==> src/logic/gport_cfg_pkg.sv <==
// Constants, types and carriers for the graphics port secondary configuration block
package gport_cfg_pkg;

  // Configuration byte offsets
  localparam logic [7:0] OFF_SEC_BUS = 8'h19;
  localparam logic [7:0] OFF_SUB_BUS = 8'h1A;
  localparam logic [7:0] OFF_LAT_TIMER = 8'h1B;
  localparam logic [7:0] OFF_IO_BASE = 8'h1C;
  localparam logic [7:0] OFF_IO_LIMIT = 8'h1D;
  localparam logic [7:0] OFF_STS_LO = 8'h1E;
  localparam logic [7:0] OFF_STS_HI = 8'h1F;

  // Reset values
  localparam logic [7:0] RST_SEC_BUS = 8'h00;
  localparam logic [7:0] RST_SUB_BUS = 8'h00;
  localparam logic [7:0] RST_LAT_TIMER = 8'h00;
  localparam logic [7:0] RST_IO_BASE = 8'hF0;
  localparam logic [7:0] RST_IO_LIMIT = 8'h00;
  localparam logic [7:0] UNMAPPED_READ = 8'h00;

  // Field layout
  localparam logic [7:0] LAT_FIELD_MASK = 8'hF8;
  localparam logic [7:0] IO_FIELD_MASK = 8'hF0;
  localparam logic [11:0] IO_BASE_LOW = 12'h000;
  localparam logic [11:0] IO_LIMIT_LOW = 12'hFFF;
  localparam int STS_PARITY_BIT = 15;
  localparam int STS_MABORT_BIT = 13;
  localparam int STS_TABORT_BIT = 12;
  localparam logic [15:0] STS_FIXED = 16'h02A0;
  localparam logic [15:0] STS_W1C_MASK = 16'hB000;

  // Timing: link clock rate and master abort wait in link clocks
  localparam int LINK_CLK_MHZ = 66;
  localparam logic [2:0] MABORT_TICKS = 3'h5;

  typedef enum logic [1:0] {M_IDLE, M_ADDR, M_DATA, M_TURN} master_e;

  // Configuration access carrier
  typedef struct packed {
    logic wr;
    logic rd;
    logic [7:0] addr;
    logic [7:0] data;
  } cfg_req_s;

  // Graphics bus pins seen by the block, all active low except parErr
  typedef struct packed {
    logic gntN;
    logic devselN;
    logic trdyN;
    logic stopN;
    logic parErr;
  } pin_in_s;

  // Graphics bus pins driven by the block
  typedef struct packed {
    logic reqN;
    logic frameN;
    logic irdyN;
    logic frameOe;
    logic irdyOe;
  } pin_out_s;

endpackage

==> src/logic/graphics_port_bridge_secondary_cfg.sv <==
// Secondary side configuration, window decode and tenure-limited master of the graphics port
`timescale 1ns/1ns
`default_nettype none
module graphics_port_bridge_secondary_cfg
  import gport_cfg_pkg::*;
(
  input wire logic ref_clk, // Block clock, 25 MHz
  input wire logic rst, // Synchronous reset, active high
  input wire cfg_req_s cfgReq, // Configuration byte access
  output logic [7:0] cfgRdData, // Read data
  output logic cfgRdValid, // Read data valid pulse
  input wire logic [7:0] cfgBusQuery, // Target bus of a configuration cycle
  input wire logic [15:0] ioAddrQuery, // Host I/O address
  output logic cfgToGraphics, // Configuration cycle goes to graphics bus
  output logic ioToGraphics, // I/O access goes to graphics bus
  input wire logic burstStart, // Request a master burst
  input wire logic [7:0] burstWords, // Data phases wanted, zero means one
  output logic burstBusy, // Burst pending or running
  output logic burstDone, // Burst finished pulse
  output logic burstAbort, // Burst ended by an abort pulse
  output logic tenureExpired, // Latency count used up
  input wire logic linkClk, // Graphics port clock pin
  input wire pin_in_s pinIn, // Graphics bus input pins
  output pin_out_s pinOut // Graphics bus output pins
);

  typedef struct packed {
    logic [7:0] secBus;
    logic [7:0] subBus;
    logic [7:0] latTimer;
    logic [7:0] ioBase;
    logic [7:0] ioLimit;
    logic parityErr;
    logic masterAbort;
    logic targetAbort;
    logic [7:0] rdData;
    logic rdValid;
    logic cfgHit;
    logic ioHit;
    master_e mst;
    logic pending;
    logic owned;
    logic [7:0] remaining;
    logic [2:0] devselWait;
    logic ending;
    logic done;
    logic abortP;
    pin_out_s pins;
  } state_s;

  state_s s_reg;
  state_s s_next;

  logic [5:0] syncPins;
  logic linkTick;
  logic gntN;
  logic devselN;
  logic trdyN;
  logic stopN;
  logic parErr;
  logic tenureLoad;
  logic expired;
  logic [7:0] latCount;
  logic yieldBus;

  // Status word assembled from flags and fixed fields
  function automatic logic [15:0] statusWord(input logic pe, input logic ma, input logic ta);
    logic [15:0] w;
    w = STS_FIXED;
    w[STS_PARITY_BIT] = pe;
    w[STS_MABORT_BIT] = ma;
    w[STS_TABORT_BIT] = ta;
    return w;
  endfunction

  // Inclusive window compare shared by the bus number and I/O decodes
  function automatic logic inWindow(input logic [15:0] v, input logic [15:0] lo, input logic [15:0] hi);
    return (v >= lo) && (v <= hi);
  endfunction

  // Sticky flag update; a hardware set beats a software clear in the same cycle
  function automatic logic stickyNext(input logic cur, input logic clear, input logic set);
    return (cur & ~clear) | set;
  endfunction

  // Readback of one configuration byte
  function automatic logic [7:0] readByte(input logic [7:0] a, input state_s st);
    logic [15:0] sts;
    // Flags and fixed fields merged before the byte is picked
    sts = statusWord(st.parityErr, st.masterAbort, st.targetAbort);
    if (a == OFF_SEC_BUS) begin
      return st.secBus;
    end else if (a == OFF_SUB_BUS) begin
      return st.subBus;
    end else if (a == OFF_LAT_TIMER) begin
      return st.latTimer;
    end else if (a == OFF_IO_BASE) begin
      return st.ioBase;
    end else if (a == OFF_IO_LIMIT) begin
      return st.ioLimit;
    end else if (a == OFF_STS_LO) begin
      return sts[7:0];
    end else if (a == OFF_STS_HI) begin
      return sts[15:8];
    end else begin
      return UNMAPPED_READ;
    end
  endfunction

  // Link clock and pins cross into the block clock together
  link_sync #(
    .W(6)
  ) pinSync (
    .ref_clk(ref_clk),
    .rst(rst),
    .din({
      linkClk, // Top bit: its edge becomes the link tick
      pinIn.gntN,
      pinIn.devselN,
      pinIn.trdyN,
      pinIn.stopN,
      pinIn.parErr
    }),
    .dout(syncPins),
    .rise(linkTick)
  );

  // Synchronised pin views, sampled one block clock after the linkClk sample that raised the tick
  assign gntN = syncPins[4];
  assign devselN = syncPins[3];
  assign trdyN = syncPins[2];
  assign stopN = syncPins[1];
  assign parErr = syncPins[0];

  // Low three timer bits never reach the counter
  assign latCount = s_reg.latTimer & LAT_FIELD_MASK;

  // Tenure used up and grant gone: the bus must be handed back
  assign yieldBus = expired && gntN;

  // Counter is loaded on the frame that opens a fresh tenure
  assign tenureLoad = linkTick && s_reg.mst == M_IDLE && s_reg.pending
    && !gntN && !s_reg.owned;

  // Counts link ticks only, so the limit is in graphics port clocks
  tenure_counter #(
    .W(8)
  ) tenure (
    .ref_clk(ref_clk),
    .rst(rst),
    .load(tenureLoad),
    .tick(linkTick),
    .loadVal(latCount),
    .expired(expired)
  );

  // Next state: registers, decode, status flags and master sequence
  always_comb begin
    logic [15:0] clr;
    logic setPe;
    logic setMa;
    logic setTa;
    logic abortNow;
    clr = 16'h0000;
    setPe = 1'b0;
    setMa = 1'b0;
    setTa = 1'b0;
    abortNow = 1'b0;
    s_next = s_reg;
    // Pulses stand for one cycle only
    s_next.rdValid = 1'b0;
    s_next.done = 1'b0;
    s_next.abortP = 1'b0;

    // Configuration writes; reserved bits stay zero
    if (cfgReq.wr) begin
      if (cfgReq.addr == OFF_SEC_BUS) begin
        s_next.secBus = cfgReq.data;
      end else if (cfgReq.addr == OFF_SUB_BUS) begin
        s_next.subBus = cfgReq.data;
      end else if (cfgReq.addr == OFF_LAT_TIMER) begin
        s_next.latTimer = cfgReq.data;
      end else if (cfgReq.addr == OFF_IO_BASE) begin
        s_next.ioBase = cfgReq.data & IO_FIELD_MASK;
      end else if (cfgReq.addr == OFF_IO_LIMIT) begin
        s_next.ioLimit = cfgReq.data & IO_FIELD_MASK;
      end else if (cfgReq.addr == OFF_STS_HI) begin
        clr = {cfgReq.data, 8'h00} & STS_W1C_MASK;
      end
    end

    // Reads answer one cycle after the request
    if (cfgReq.rd) begin
      s_next.rdData = readByte(cfgReq.addr, s_reg);
      s_next.rdValid = 1'b1;
    end

    // Window decodes, registered for a clean output
    s_next.cfgHit = inWindow({8'h00, cfgBusQuery}, {8'h00, s_reg.secBus},
      {8'h00, s_reg.subBus});
    s_next.ioHit = inWindow(ioAddrQuery, {s_reg.ioBase[7:4], IO_BASE_LOW},
      {s_reg.ioLimit[7:4], IO_LIMIT_LOW});

    // Accept a burst only when nothing is pending
    if (burstStart && !s_reg.pending && s_reg.mst == M_IDLE) begin
      s_next.pending = 1'b1;
      s_next.remaining = (burstWords == 8'h00) ? 8'h01 : burstWords;
    end

    // Master sequence advances on link clock edges only
    if (linkTick) begin
      // Ownership lasts exactly as long as the grant
      if (gntN) begin
        s_next.owned = 1'b0;
      end
      // Parity is judged only while the bridge runs a cycle
      if (s_reg.mst != M_IDLE && parErr) begin
        setPe = 1'b1;
      end
      case (s_reg.mst)
        M_IDLE: begin
          // Grant seen with a request pending opens the frame
          if (s_reg.pending && !gntN) begin
            s_next.mst = M_ADDR;
            s_next.owned = 1'b1;
            s_next.pins.frameN = 1'b0;
            s_next.pins.frameOe = 1'b1;
            s_next.pins.irdyN = 1'b1;
            s_next.pins.irdyOe = 1'b1;
            s_next.pins.reqN = 1'b1;
          end
        end
        M_ADDR: begin
          // Address phase over; ready goes low for the first data phase
          s_next.mst = M_DATA;
          s_next.pins.irdyN = 1'b0;
          s_next.devselWait = 3'h0;
          // A single phase burst drops frame with the first data phase
          if (s_reg.remaining == 8'h01) begin
            s_next.pins.frameN = 1'b1;
          end
        end
        M_DATA: begin
          if (s_reg.ending) begin
            // Frame went high a tick ago; ready follows so frame never rises alone
            s_next.pins.irdyN = 1'b1;
            s_next.ending = 1'b0;
            s_next.abortP = 1'b1;
            s_next.mst = M_TURN;
          end else if (!stopN && devselN) begin
            // Stop without select is a target abort
            setTa = 1'b1;
            abortNow = 1'b1;
          end else if (devselN) begin
            // No target claimed the cycle in time
            s_next.devselWait = s_reg.devselWait + 3'h1;
            if (s_reg.devselWait == MABORT_TICKS - 3'h1) begin
              setMa = 1'b1;
              abortNow = 1'b1;
            end
          end else if (!trdyN) begin
            // A data phase completed on this tick
            s_next.remaining = s_reg.remaining - 8'h01;
            if (s_reg.pins.frameN) begin
              // Final transfer done with frame already negated
              s_next.pins.irdyN = 1'b1;
              s_next.mst = M_TURN;
            end else if (s_reg.remaining == 8'h02 || !stopN
              || yieldBus) begin
              s_next.pins.frameN = 1'b1;
            end
          end else if (!stopN && !s_reg.pins.frameN) begin
            // Disconnect without data: the next phase is the last
            s_next.pins.frameN = 1'b1;
          end else if (!stopN) begin
            // Stop with frame already high ends the cycle here
            s_next.pins.irdyN = 1'b1;
            s_next.mst = M_TURN;
          end
        end
        M_TURN: begin
          // Pins were driven high for one clock, now released
          s_next.pins.frameOe = 1'b0;
          s_next.pins.irdyOe = 1'b0;
          s_next.pending = 1'b0;
          s_next.done = 1'b1;
          s_next.mst = M_IDLE;
        end
        default: begin
          s_next.mst = M_IDLE;
        end
      endcase

      // Aborts drop frame first and release ready one tick later
      if (abortNow) begin
        s_next.pins.frameN = 1'b1;
        s_next.ending = 1'b1;
      end
    end

    // Request stands from acceptance until the frame opens
    s_next.pins.reqN = ~(s_next.pending && s_next.mst == M_IDLE);

    // Hardware set wins over a software clear in the same cycle
    s_next.parityErr = stickyNext(s_reg.parityErr, clr[STS_PARITY_BIT], setPe);
    s_next.masterAbort = stickyNext(s_reg.masterAbort, clr[STS_MABORT_BIT], setMa);
    s_next.targetAbort = stickyNext(s_reg.targetAbort, clr[STS_TABORT_BIT], setTa);
  end

  // State register with documented reset values
  always_ff @(posedge ref_clk) begin
    if (rst) begin
      s_reg <= '0;
      s_reg.secBus <= RST_SEC_BUS;
      s_reg.subBus <= RST_SUB_BUS;
      s_reg.latTimer <= RST_LAT_TIMER;
      s_reg.ioBase <= RST_IO_BASE;
      s_reg.ioLimit <= RST_IO_LIMIT;
      s_reg.mst <= M_IDLE;
      s_reg.pins.reqN <= 1'b1;
      s_reg.pins.frameN <= 1'b1;
      s_reg.pins.irdyN <= 1'b1;
      s_reg.pins.frameOe <= 1'b0; // Bus released out of reset
      s_reg.pins.irdyOe <= 1'b0;
      s_reg.ending <= 1'b0;
    end else begin
      s_reg <= s_next;
    end
  end

  // Every output except tenureExpired comes straight from the state register; tenureExpired comes from the tenure counter
  assign cfgRdData = s_reg.rdData;
  assign cfgRdValid = s_reg.rdValid;
  assign cfgToGraphics = s_reg.cfgHit;
  assign ioToGraphics = s_reg.ioHit;
  assign burstBusy = s_reg.pending;
  assign burstDone = s_reg.done;
  assign burstAbort = s_reg.abortP;
  assign tenureExpired = expired;
  assign pinOut = s_reg.pins;

endmodule
`default_nettype wire

==> src/logic/link_sync.sv <==
// Two-flop synchroniser for link pins with rising edge detect on bit W-1
`timescale 1ns/1ns
`default_nettype none
module link_sync #(
  parameter int W = 6
) (
  input wire logic ref_clk, // Block clock
  input wire logic rst, // Synchronous reset
  input wire logic [W-1:0] din, // Asynchronous inputs
  output logic [W-1:0] dout, // Synchronised inputs
  output logic rise // Rising edge of dout[W-1]
);
  typedef struct packed {
    logic [W-1:0] meta;
    logic [W-1:0] sync;
    logic prevTop;
    logic rise;
  } sync_s;

  sync_s s_reg;
  sync_s s_next;

  // First stage feeds only the second stage
  always_comb begin
    s_next = s_reg;
    s_next.meta = din;
    s_next.sync = s_reg.meta;
    s_next.prevTop = s_reg.sync[W-1];
    s_next.rise = s_reg.sync[W-1] & ~s_reg.prevTop;
  end

  always_ff @(posedge ref_clk) begin
    if (rst) begin
      s_reg <= '0;
    end else begin
      s_reg <= s_next;
    end
  end

  assign dout = s_reg.sync;
  assign rise = s_reg.rise;
endmodule
`default_nettype wire

==> src/logic/tenure_counter.sv <==
// Bus tenure counter that counts link clock ticks down to expiry
`timescale 1ns/1ns
`default_nettype none
module tenure_counter #(
  parameter int W = 8
) (
  input wire logic ref_clk, // Block clock
  input wire logic rst, // Synchronous reset
  input wire logic load, // Start of tenure pulse
  input wire logic tick, // One link clock elapsed
  input wire logic [W-1:0] loadVal, // Tenure length in link clocks
  output logic expired // Tenure used up
);
  typedef struct packed {
    logic [W-1:0] cnt;
    logic armed;
    logic expired;
  } cnt_s;

  cnt_s s_reg;
  cnt_s s_next;

  // Zero length never arms, so the limit stays off
  always_comb begin
    s_next = s_reg;
    if (load) begin
      s_next.cnt = loadVal;
      s_next.armed = (loadVal != '0);
      s_next.expired = 1'b0;
    end else if (tick && s_reg.armed && s_reg.cnt != '0) begin
      s_next.cnt = s_reg.cnt - 1'b1;
      s_next.expired = (s_reg.cnt == {{(W-1){1'b0}}, 1'b1});
    end
  end

  always_ff @(posedge ref_clk) begin
    if (rst) begin
      s_reg <= '0;
    end else begin
      s_reg <= s_next;
    end
  end

  assign expired = s_reg.expired;
endmodule
`default_nettype wire

==> config.mk <==
export PLATFORM = sky130hd
export DESIGN_NAME = graphics_port_bridge_secondary_cfg
export DESIGN_NICKNAME = d
export VERILOG_FILES = /design/src/logic/gport_cfg_pkg.sv /design/src/logic/graphics_port_bridge_secondary_cfg.sv /design/src/logic/link_sync.sv /design/src/logic/tenure_counter.sv
export SDC_FILE = /design/constraint.sdc
export NUM_CORES = 1
export LEC_CHECK = 0
export BUFFER_PORTS_ARGS = -buffer_cell sky130_fd_sc_hd__buf_2
export CAP_MARGIN = 25
export CELL_PAD_IN_SITES_DETAIL_PLACEMENT = 1
export CELL_PAD_IN_SITES_GLOBAL_PLACEMENT = 1
export CORE_UTILIZATION = 40
export CTS_BUF_LIST = sky130_fd_sc_hd__clkbuf_8
export CTS_CLUSTER_SIZE = 25
export DETAILED_ROUTE_END_ITERATION = 8
export PLACE_DENSITY_LB_ADDON = 0.1
export REMOVE_ABC_BUFFERS = 1
export SLEW_MARGIN = 20
export SYNTH_ARGS = -nofsm -noshare
export SYNTH_HDL_FRONTEND = slang
export SYNTH_SLANG_ARGS = --single-unit
==> constraint.sdc <==
create_clock -name ref_clk -period 1.8 [get_ports ref_clk]
set_input_delay 0 -clock ref_clk [delete_from_list [all_inputs] [get_ports ref_clk]]
set_output_delay 0 -clock ref_clk [all_outputs]
set_load 0.01 [all_outputs]
-- Word-level counts from Yosys, hierarchy flattened
Index checks and enable logic that the tools add are counted.
- add/sub/neg operators: 3
- $mul: 0
- divide/modulo/power cells: 0
- order comparisons: 4
- equality and inequality tests: 29
- shift operators: 0
- muxes and demuxes: 79
- bitwise operators: 18
- reductions and logical operators: 48
- operators with widths (kind ; number):
    16-bit 2-to-1 mux ; 7
    8-bit 2-to-1 mux ; 14
    8-bit by 5-bit equality test with 1-bit output, second input constant ; 7
    1-bit 2-to-1 mux ; 38
    23-bit 2-to-1 mux ; 1
    11-bit 2-to-1 mux ; 2
    2-bit 2-to-1 mux ; 11
    3-bit inequality test, second input constant ; 6
    8-bit by 1-bit equality test with 1-bit output, second input constant ; 2
    16-bit >= comparator ; 1
    16-bit less-or-equal comparator ; 1
    1-bit logical AND ; 16
    8-bit AND reduction ; 2
    8-bit nonzero test ; 2
    8-bit by 1-bit subtractor with 8-bit output, second input constant ; 2
    4-bit inequality test, second input constant ; 3
    1-bit NOT ; 11
    5-bit AND reduction ; 2
    2-bit nonzero test ; 5
    8-bit by 2-bit equality test with 1-bit output, second input constant ; 1
    8-bit >= comparator ; 1
    8-bit less-or-equal comparator ; 1
    8-bit logical NOT ; 1
    2-bit one-hot mux with 4 select lines ; 1
    26 further kinds ; 43
- bits in registers: 93
- latch bits: 0
- memory bits (writable): 0
- bits in read-only memories: 0
- input bits: 59
- logic and storage cells: 214
- memories kept: 0

-- Logic depth before layout (Yosys ltp)
Gate-level depths: netlist of run 1.
- depth in word-level cells: 15
- gate-level depth with buffers: 9
- gate-level depth less buffers: 7

-- Modules after synthesis
A second synthesis of run 1 with hierarchy kept.
- cell total of the unflattened synthesis: 621
- area total of the unflattened synthesis: 5117.4 µm²
- modules (own cells, without submodules) (module ; instances ; cells each ; area each (µm²) ; seq. area each (µm²)):
    graphics_port_bridge_secondary_cfg ; 1 ; 515 ; 4061.4 ; 1361.3
    tenure_counter ; 1 ; 71 ; 624.3 ; 200.2
    link_sync ; 1 ; 35 ; 431.7 ; 280.3

-- Worst setup path before layout of run 1
Ideal clock, no wire load.
- path kind: register -> register
- start: register s_reg[21] (netlist name)
- end: register s_reg[15] (netlist name)
- data arrival time: 1.778 ns
- data required time: 1.697 ns
- slack: -0.081 ns
- cell stages (with the launch flop): 10
- period minus slack after synthesis: 1.881 ns
- path through: dfxtp_1 > inv_1 > ha_1 > buf_4 > nand2_1 > or4_4 > buf_6 > nand2_8 > a21oi_2 > a2111oi_2
- longest elaborated chain between the ends: 9
- elaborated cells on any way between the ends: 10
- classes of those cells: eq/ne: 1; mux: 7; reduce/logical: 2
- ends and longest elaborated chain (item ; line ; RTL):
    from (decl) ; graphics_port_bridge_secondary_cfg.sv:51 ; state_s s_reg;
    from (signal assigned) ; graphics_port_bridge_secondary_cfg.sv:327 ; s_reg <= s_next;
    2-bit logical NOT ; graphics_port_bridge_secondary_cfg.sv:205 ; if (burstStart && !s_reg.pending && s_reg.mst == M_IDLE) begin
    1-bit logical AND ; graphics_port_bridge_secondary_cfg.sv:205 ;
    8-bit 2-to-1 mux ; graphics_port_bridge_secondary_cfg.sv:205 ;
    8-bit 2-to-1 mux ; graphics_port_bridge_secondary_cfg.sv:261 ; end else if (!trdyN) begin
    8-bit 2-to-1 mux ; graphics_port_bridge_secondary_cfg.sv:254 ; end else if (devselN) begin
    11-bit 2-to-1 mux ; graphics_port_bridge_secondary_cfg.sv:250 ; end else if (!stopN && devselN) begin
    11-bit 2-to-1 mux ; graphics_port_bridge_secondary_cfg.sv:244 ; if (s_reg.ending) begin
    8-bit 2-to-1 mux ; graphics_port_bridge_secondary_cfg.sv:220 ; case (s_reg.mst)
    23-bit 2-to-1 mux (*) ; graphics_port_bridge_secondary_cfg.sv:211 ; if (linkTick) begin
Every way passes the cells marked *; elsewhere a longest branch is shown, timed or not. The select of a mux whose other input is x is not followed.
A chain may end at the register's enable or synchronous reset.

-- Worst setup path after layout of run 1
- start: register s_reg[22] (netlist name)
- end: register s_reg, in the netlist pinOut[3]
- longest elaborated chain between the ends: 5
- elaborated cells on any way between the ends: 15
- classes of those cells: eq/ne: 8; mux: 4; reduce/logical: 3
- ends and longest elaborated chain (item ; line):
    2-bit equality test ; graphics_port_bridge_secondary_cfg.sv:220
    1-bit 2-to-1 mux ; graphics_port_bridge_secondary_cfg.sv:220
    1-bit 2-to-1 mux ; graphics_port_bridge_secondary_cfg.sv:211
    4-bit inequality test (no line), or another cell as far along ; -
    8-bit AND reduction (no line) ; -
Parallel ways exist; a longest one is shown, timed or not. The select of a mux whose other input is x is not followed.

==> results of run 1 <==
[power by group]
group          leakage, nW  total, mW  switching (mW)  internal (mW)
Clock                0.110       1.58           0.793          0.790
Combinational         1.74      0.523           0.291          0.232
Sequential           0.751       2.10          0.0335           2.07
Total                 2.60       4.21            1.12           3.09
[repair_timing]
action	CTS	global route
endpoints found under the hold margin	40	2
gates cloned	0	0
pin swaps	4	12
gates resized for setup	22	37
buffers inserted	2	3
hold buffers	22	2
endpoints found under the setup margin	12	16
[logic make-up after synthesis]
kind of cell,after synthesis,share of synthesized area
DFF,92,0.367
and+or+nand+nor,213,0.222
buffers and inverters,80,0.0755
AOI/OAI and AO/OA,130,0.170
xor gates and xnor gates,9,0.0157
adders and majority gates,37,0.0922
muxes,29,0.0583
[layer usage]
layer  global-route usage  routed length, microns
met5                    0                       0
met2                0.410                    7340
met3               0.0334                     415
met4               0.0814                     206
met1                0.291                    6740
[cells in the final DEF, fill, tap and decap left out, types with 15 or more instances in the layout]
master / count
a21oi_1: 30
buf_2: 78
buf_4: 41
dfxtp_1: 85
dlygate4sd3_1: 24
ha_1: 32
inv_1: 38
mux2i_1: 27
nand2_1: 54
nor2_1: 53
nor2b_1: 19
nor3_1: 15
o21ai_0: 29
[critical path, delay by kind of cell, from the launching register on]
kind / cells / cell delay, ps
buffers and inverters: 1 / 120
adder cells (fa/ha/maj): 1 / 200
AND/OR/NAND/NOR: 1 / 500
flip-flops: 1 / 380
AO/OA/AOI/OAI: 3 / 540
[synth_stat cells (5+ instances only)]
master and instances:
a311oi_1 5, nand4_1 7, ha_1 37, buf_1 5, a21o_1 8, nor2_1 56
a21oi_1 34, inv_1 39, a211oi_1 14, nor3_1 19, nor3b_1 5, mux2i_1 27
o21ai_0 35, nand2b_1 7, nand3_1 10, clkbuf_1 15, nand2_1 55, buf_4 16
a221oi_1 5, dfxtp_1 92, nor2b_1 19, xnor2_1 6
[final timing paths]
kind	from	end	cells after the start
max	s_reg[22]	pinOut[3]	6
min	ioAddrQuery[6]	ioToGraphics	4
max reg2reg	s_reg[22]	pinOut[3]	6
min reg2reg	pinSync.s_reg[1]	pinSync.rise	1
[area by class of cell]
cell class | instances | area (sq um) | share of cell area
inverter | 39 | 146 | 0.0229
clock buffer | 9 | 124 | 0.0194
timing repair buffer | 145 | 961 | 0.150
multi-input combinational | 418 | 3000 | 0.469
clock inverter | 7 | 98.8 | 0.0155
tap | 168 | 210 | 0.0329
sequential | 92 | 1860 | 0.290
[stage by stage]
stage | util | hold slack [ps] | instances | cell area, sq um
2_1_floorplan | - | 68.9 | 549 | 4790
3_3_place_gp | 0.469 | 214 | 833 | 5680
3_5_place_dp | 0.469 | 219 | 833 | 5680
4_1_cts | 0.512 | 0.386 | 873 | 6210
5_1_grt | 0.528 | 12.7 | 878 | 6390
6_report | 0.528 | 14.1 | 878 | 6390
==> results.toml, run 1 <==
[floorplanning]
start_util = 0.415
core_sq_um = 12100
die_h_microns = 114
die_area_sq_um = 13000
io_pins = 79
fp-row-count = 40
fp.dieW_microns = 114

[global_route]
grt_pass1_vias = 4908
grt.total_usage = 0.233
grt_max_degree = 22
antenna_found_initial = 1
overflow = 0
grt_pass1_wl_microns = 23800

[drt]
drc_errors = 0
via_per_inst = 5.26
num_vias = 4621
antenna_left = 0
routedWlPerCell_microns = 16.7
drt_iter0_markers = 184
drt_pass1_iterations = 5
routed_wl_microns = 14700

[setup_path]
critical_path.max_stage_delay_ps = 500
cp_slowest_cell = "or4b_4"
crit_required_ps = 2070
arrival_ps = 2120
path_cells = "inv_1 > ha_4 > or4b_4 > a221oi_4 > o21ai_1 > o31a_1"
start_kind = "flip-flop"
ff2ff_setup_slack_ps = -50
cp_max_fo = 4
crit_type = "flip-flop to flip-flop"
cp-end-kind = "flip-flop"

[placed_design]
gp_congestion = 0.865
dp_slack_ps = -72.3
io_buffer_count = 78
hpwl_microns = 10800

[timing]
hold_viol = 0
fin_ws_ps = -47.3
skew_ps = 10.5
period_share = 1.03
fmax_ghz = 0.541
post-route-min-period_ps = 1850
setup_viol = 4
setup_tns_ps = -135
rsz0062_at_grt = "true"
slew_viol_final = 0
slew_headroom = 0.623
tightest_slew_ps = 565

[cells_and_area]
drive_gt1_frac = 0.276
area_growth_pct = 27.3
largest_reg_flops = 45
nFillCells = 1474
diodes = 0
nets = 801

[synthesis]
synth_seq_area_share = 0.367
synth_top_cell_by_area = "dfxtp_1"
yosysWarnings = 0
synth.top_cell.area_share = 0.367
synthTopCellsByArea = "dfxtp_1 (37%), ha_1 (9.2%), mux2i_1 (5.4%), nor2_1 (4.2%), nand2_1 (4.1%)"
ys_ff_latch = 92
postSynthCellCount = 590
syn_area_sq_um = 5020
synth_flop_cell = "dfxtp_1"
async_reset_ff_frac = 0
ys_types = 63
syn_avg_cell_area_sq_um = 8.51
synth_edf_count = 0

[clock_tree]
clock_latency_ps = 370
cts.reportedPaths.clkPinSlew_ps = 100
cts_sinks = 92
tritoncts = "built"
clock_tree.buffer_depth = 2
clock-root-buffer = "clkbuf_8"
cts_inserted_buffers = 9
htree_levels = 3

[power]
total_leakage_power_nw = 2.60
vdd_drop_max_mv = 0.329
powerDensity_nw_per_um2 = 658
totalPowerFinal_mw = 4.21

[run_status]
status = "finished, violations left"
violations = "setup timing"

[hold_path]
hold_class = "input pin to flip-flop"

[job]
drv_cap = 0
No activity file was read; power rests on OpenSTA's default activity.
==> run 2: changes to the inputs <==
Settings changed: CORE_UTILIZATION 40 to 48.
Clock period 1.8 ns to 2.3 ns, I/O delays scaled along.
==> results.toml, run 2 (synthesis gave the netlist of run 1 again) <==
[timing]
hold_viol = 0
setup_viol = 0
setup_tns_ps = 0
tightest_slew_ps = 616
post-route-min-period_ps = 2080
slew_headroom = 0.589
fmax_ghz = 0.481
holdWs_ps = 24.6
skew_ps = 5.58
rsz0062_at_grt = "false"
slew_viol_final = 0
period_share = 0.903

[cells_and_area]
diodes = 0
area_growth_pct = 18.2
finalNonFillerCells = 811
utilization = 0.596
final_common_cell = "dfxtp_1"
nets = 769
layout_common_cells = "dfxtp_1 (92), buf_2 (78), nor2_1 (56)"
largest_reg_flops = 45
nFillCells = 1204
drive_gt1_frac = 0.186

[floorplanning]
die_area_sq_um = 10900
core_sq_um = 9950
die_h_microns = 104
start_util = 0.505
io_pins = 79
fp.dieW_microns = 104
fp-row-count = 36

[clock_tree]
clock-root-buffer = "clkbuf_8"
htree_levels = 3
cts_resized = 0
tritoncts = "built"
cts_inserted_buffers = 9
clock_latency_ps = 360
post-cts-setup-buffers = 0
cts.reportedPaths.clkPinSlew_ps = 90
cts_sinks = 92
clock_tree.buffer_depth = 2
ctsHoldBuffers = 22

[drt]
drt_iter0_markers = 121
routedWlPerCell_microns = 17.4
num_vias = 4596
via_per_inst = 5.67
antenna_left = 0
routed_wl_microns = 14100
drt_pass1_iterations = 4
drc_errors = 0

[placed_design]
io_buffer_count = 78
numPlacedInstances = 773
hpwl_microns = 10400
gp_congestion = 0.853

[run_status]
status = "finished clean"

[power]
total_leakage_power_nw = 2.42
vdd_drop_max_mv = 0.256
totalPowerFinal_mw = 3.46
powerDensity_nw_per_um2 = 582

[hold_path]
hold_class = "input pin to flip-flop"

[setup_path]
crit_type = "flip-flop to flip-flop"
crit_required_ps = 2580
cp_slowest_cell = "ha_1"
cp_max_fo = 9
cp-end-kind = "flip-flop"
arrival_ps = 2360
critical_path.max_stage_delay_ps = 390
path_cells = "inv_1 > ha_1 > nand2_1 > or2_2 > nor2_1 > o21ai_0 > a21oi_1"
start_kind = "flip-flop"

[global_route]
grt_pass1_wl_microns = 23400
antenna_found_initial = 0
grt_max_degree = 30
overflow = 0
grt_pass1_vias = 4787
grt.total_usage = 0.268

[job]
drv_cap = 0
==> run 2: cell count changes in the layout (fill, tap and decap cells not counted), sizes merged <==
cell         change
bufinv           +2
dlygate4sd3      -2
clkinv           -3
buf             -30
clkinvlp         +1
inv              -1
clkbuf           +1
==> run 2: final timing paths <==
kind / end / cells after the start / slack (ps) / from
worst max-delay path: s_reg[11] / 7 / 220 / s_reg[21]
worst min-delay path: ioToGraphics / 4 / 20 / ioAddrQuery[4]
worst max register to register: s_reg[11] / 7 / 220 / s_reg[21]
worst min register to register: pinSync.rise / 1 / 390 / pinSync.s_reg[1]
==> run 2: layout make-up <==
class,instances,area (sq um),area share
Clock inverter,6,135,0.0228
Clock buffer,10,138,0.0232
Sequential cell,92,1840,0.310
Multi-Input combinational cell,418,2800,0.472
Timing Repair Buffer,113,708,0.119
Inverter,39,146,0.0247
Tap cell,133,166,0.0280
==> run 2: report_power, final <==
part	internal (mW)	switching [mW]	leakage (nW)
clock	0.861	0.583	0.129
combinational	0.157	0.206	1.55
sequential	1.62	0.0270	0.747
total	2.64	0.817	2.42
==> run 2: per-stage QoR <==
| stage | setup WS [ps] | cell area (sq um) |
|---|---|---|
| 3_5_place_dp | 317 | 5440 |
| 4_1_cts | 263 | 5940 |
| 5_1_grt | 126 | 5940 |
| 3_3_place_gp | 403 | 5440 |
| 2_1_floorplan | 288 | 4790 |
| 6_report | 223 | 5940 |
==> run 2: worst max-delay path: cells and delay by family (launching register included) <==
kind / cells / cell delay (ps)
fa+ha+maj: 1 / 390
flops: 1 / 370
simple gates: 3 / 660
buf+inv: 1 / 170
compound gates: 2 / 410
==> run 2: per-layer routing <==
layer	track usage	vias to the layer above	routed length, microns
met1	0.333	2248	6480
met3	0.0401	19	439
met5	0	-	0
met2	0.473	104	6990
met4	0.0837	0	187
li1	-	2225	-
==> run 3: changes to the inputs <==
Settings changed: ABC_AREA set to 1, CORE_UTILIZATION 48 to 45.
==> results.toml, run 3 <==
[global_route]
antenna_found_initial = 0
grt.total_usage = 0.263
grt_max_degree = 42
overflow = 0
grt_pass1_wl_microns = 24200
grt_pass1_vias = 5319

[timing]
rsz0062_at_grt = "false"
hold_viol = 0
setup_viol = 0
setup_tns_ps = 0
slew_headroom = 0.601
post-route-min-period_ps = 2020
tightest_slew_ps = 595
slew_viol_final = 0
skew_ps = 4.33
fmax_ghz = 0.496
period_share = 0.876
holdWs_ps = 21.4

[placed_design]
hpwl_microns = 11300
gp_congestion = 0.853
numPlacedInstances = 937
io_buffer_count = 78
placed_area_sq_um = 5600

[drt]
routedWlPerCell_microns = 15.1
drt_iter0_markers = 213
antenna_left = 0
drc_errors = 0
routed_wl_microns = 14600
drt_pass1_iterations = 7
via_per_inst = 5.25
num_vias = 5091

[cells_and_area]
layout_common_cells = "nand2_1 (125), inv_1 (109), nor2_1 (101)"
final_common_cell = "nand2_1"
postLayoutCellArea_sq_um = 5930
drive_gt1_frac = 0.140
nFillCells = 1471
area_growth_pct = 15.3
finalNonFillerCells = 969
nets = 922
diodes = 0
largest_reg_flops = 45

[floorplanning]
fp-row-count = 38
start_util = 0.468
die_area_sq_um = 11900
die_h_microns = 109
core_sq_um = 11000
fp.dieW_microns = 109
io_pins = 79

[synthesis]
postSynthCellCount = 743
async_reset_ff_frac = 0
yosysMostFrequentCell = "nand2_1"
synth_top_cell_by_area = "dfxtp_1"
synth_edf_count = 0
ys_ff_latch = 92
synth_common_cells = "nand2_1 (125), inv_1 (108), nor2_1 (101), dfxtp_1 (92), nand3_1 (64)"
syn_avg_cell_area_sq_um = 6.92
syn_area_sq_um = 5140
ys_types = 39
yosysWarnings = 0
synth_seq_area_share = 0.358
synth.top_cell.area_share = 0.358
synthTopCellsByArea = "dfxtp_1 (36%), nand2_1 (9.1%), ha_1 (9.0%), inv_1 (7.9%), nor2_1 (7.4%)"
synth_flop_cell = "dfxtp_1"

[power]
combPwrFrac = 0.130
internal_power_mw = 2.18
vdd_drop_max_mv = 0.316
powerDensity_nw_per_um2 = 502
p_seq_frac = 0.553
switchingPower_mw = 0.799
switching_share = 0.268
p_clk_frac = 0.317
total_leakage_power_nw = 2.78

[clock_tree]
htree_levels = 3
cts_sinks = 92
clock-root-buffer = "clkbuf_8"
tritoncts = "built"
cts_inserted_buffers = 9
post-cts-setup-buffers = 0
clock_tree.buffer_depth = 2
cts.reportedPaths.clkPinSlew_ps = 80
clock_latency_ps = 370

[setup_path]
arrival_ps = 2320
crit_required_ps = 2610
cp_max_fo = 11
start_kind = "flip-flop"
r2r_cells = 10
cp-end-kind = "flip-flop"
crit_type = "flip-flop to flip-flop"

[run_status]
status = "finished clean"

[hold_path]
hold_path_depth = 5
hold_class = "input pin to flip-flop"

[job]
drv_cap = 0
[run 3: routing by layer]
metal / wire length, microns / track usage / vias up / share of wire
met2: 7260 / 0.484 / 92 / 0.50
met3: 598 / 0.0574 / 18 / 0.041
met1: 6520 / 0.302 / 2414 / 0.45
met5: 0 / 0 / - / 0
met4: 228 / 0.0772 / 0 / 0.016
li1: - / - / 2567 / -
[run 3: what timing repair did]
item | in CTS | in global routing
endpoints found under the setup margin | 0 | 0
gates resized for setup | 0 | 0
endpoints found under the hold margin | 29 | 0
hold buffers | 18 | 0
[run 3: layout make-up]
type / count / area (sq um) / area share
clock buffers: 10 / 138 / 0.0232
clock inverters: 4 / 18.8 / 0.00316
inverters: 112 / 420 / 0.0709
multi-input cells: 509 / 2700 / 0.456
flip-flops and latches: 92 / 1840 / 0.310
well taps: 140 / 175 / 0.0295
repair buffers: 102 / 636 / 0.107
[run 3: final timing paths]
kind,slack (ps),endpoint,start
worst max-delay path,280,s_reg[17],s_reg[21]
worst min-delay path,20,ioToGraphics,ioAddrQuery[8]
worst min register to register,390,pinSync.rise,pinSync.s_reg[1]
worst max register to register,280,s_reg[17],s_reg[21]
[run 3: critical path: stages, from the launching register on]
cell and delay (ps):
dfxtp_1 360, inv_1 160, ha_1 330, inv_2 100
nor2_4 150, nand2_4 80, nor3_4 260, inv_2 170
nor2_1 130, nand2_1 80, a21oi_1 130
[run 3: stage by stage]
step | power (mW) | worst slack (ps) | utilization
final | 2.98 | 285 | 0.540
after global routing | 3.12 | 108 | 0.540
after CTS | 3.01 | 301 | 0.540
after detailed placement | 2.05 | 348 | 0.510
after global placement | 2.02 | 470 | 0.507
after floorplan | 1.88 | 675 | -
[run 3: cells by family after synthesis]
family / Yosys count / share of synthesized area
AO/OA/AOI/OAI: 129 / 0.133
XOR/XNOR: 4 / 0.00681
adder cells (fa/ha/maj): 37 / 0.0900
buffers and inverters: 142 / 0.116
flip-flops: 92 / 0.358
multiplexers: 1 / 0.00195
AND/OR/NAND/NOR: 338 / 0.294
[run 3: power groups by stage]
stage / Combinational (mW) / Sequential, mW / Clock (mW)
5_1_grt: 0.438 / 1.65 / 1.03
2_1_floorplan: 0.190 / 1.69 / 0
6_report: 0.387 / 1.65 / 0.945
3_3_place_gp: 0.336 / 1.68 / 0
3_5_place_dp: 0.361 / 1.69 / 0
4_1_cts: 0.386 / 1.65 / 0.977
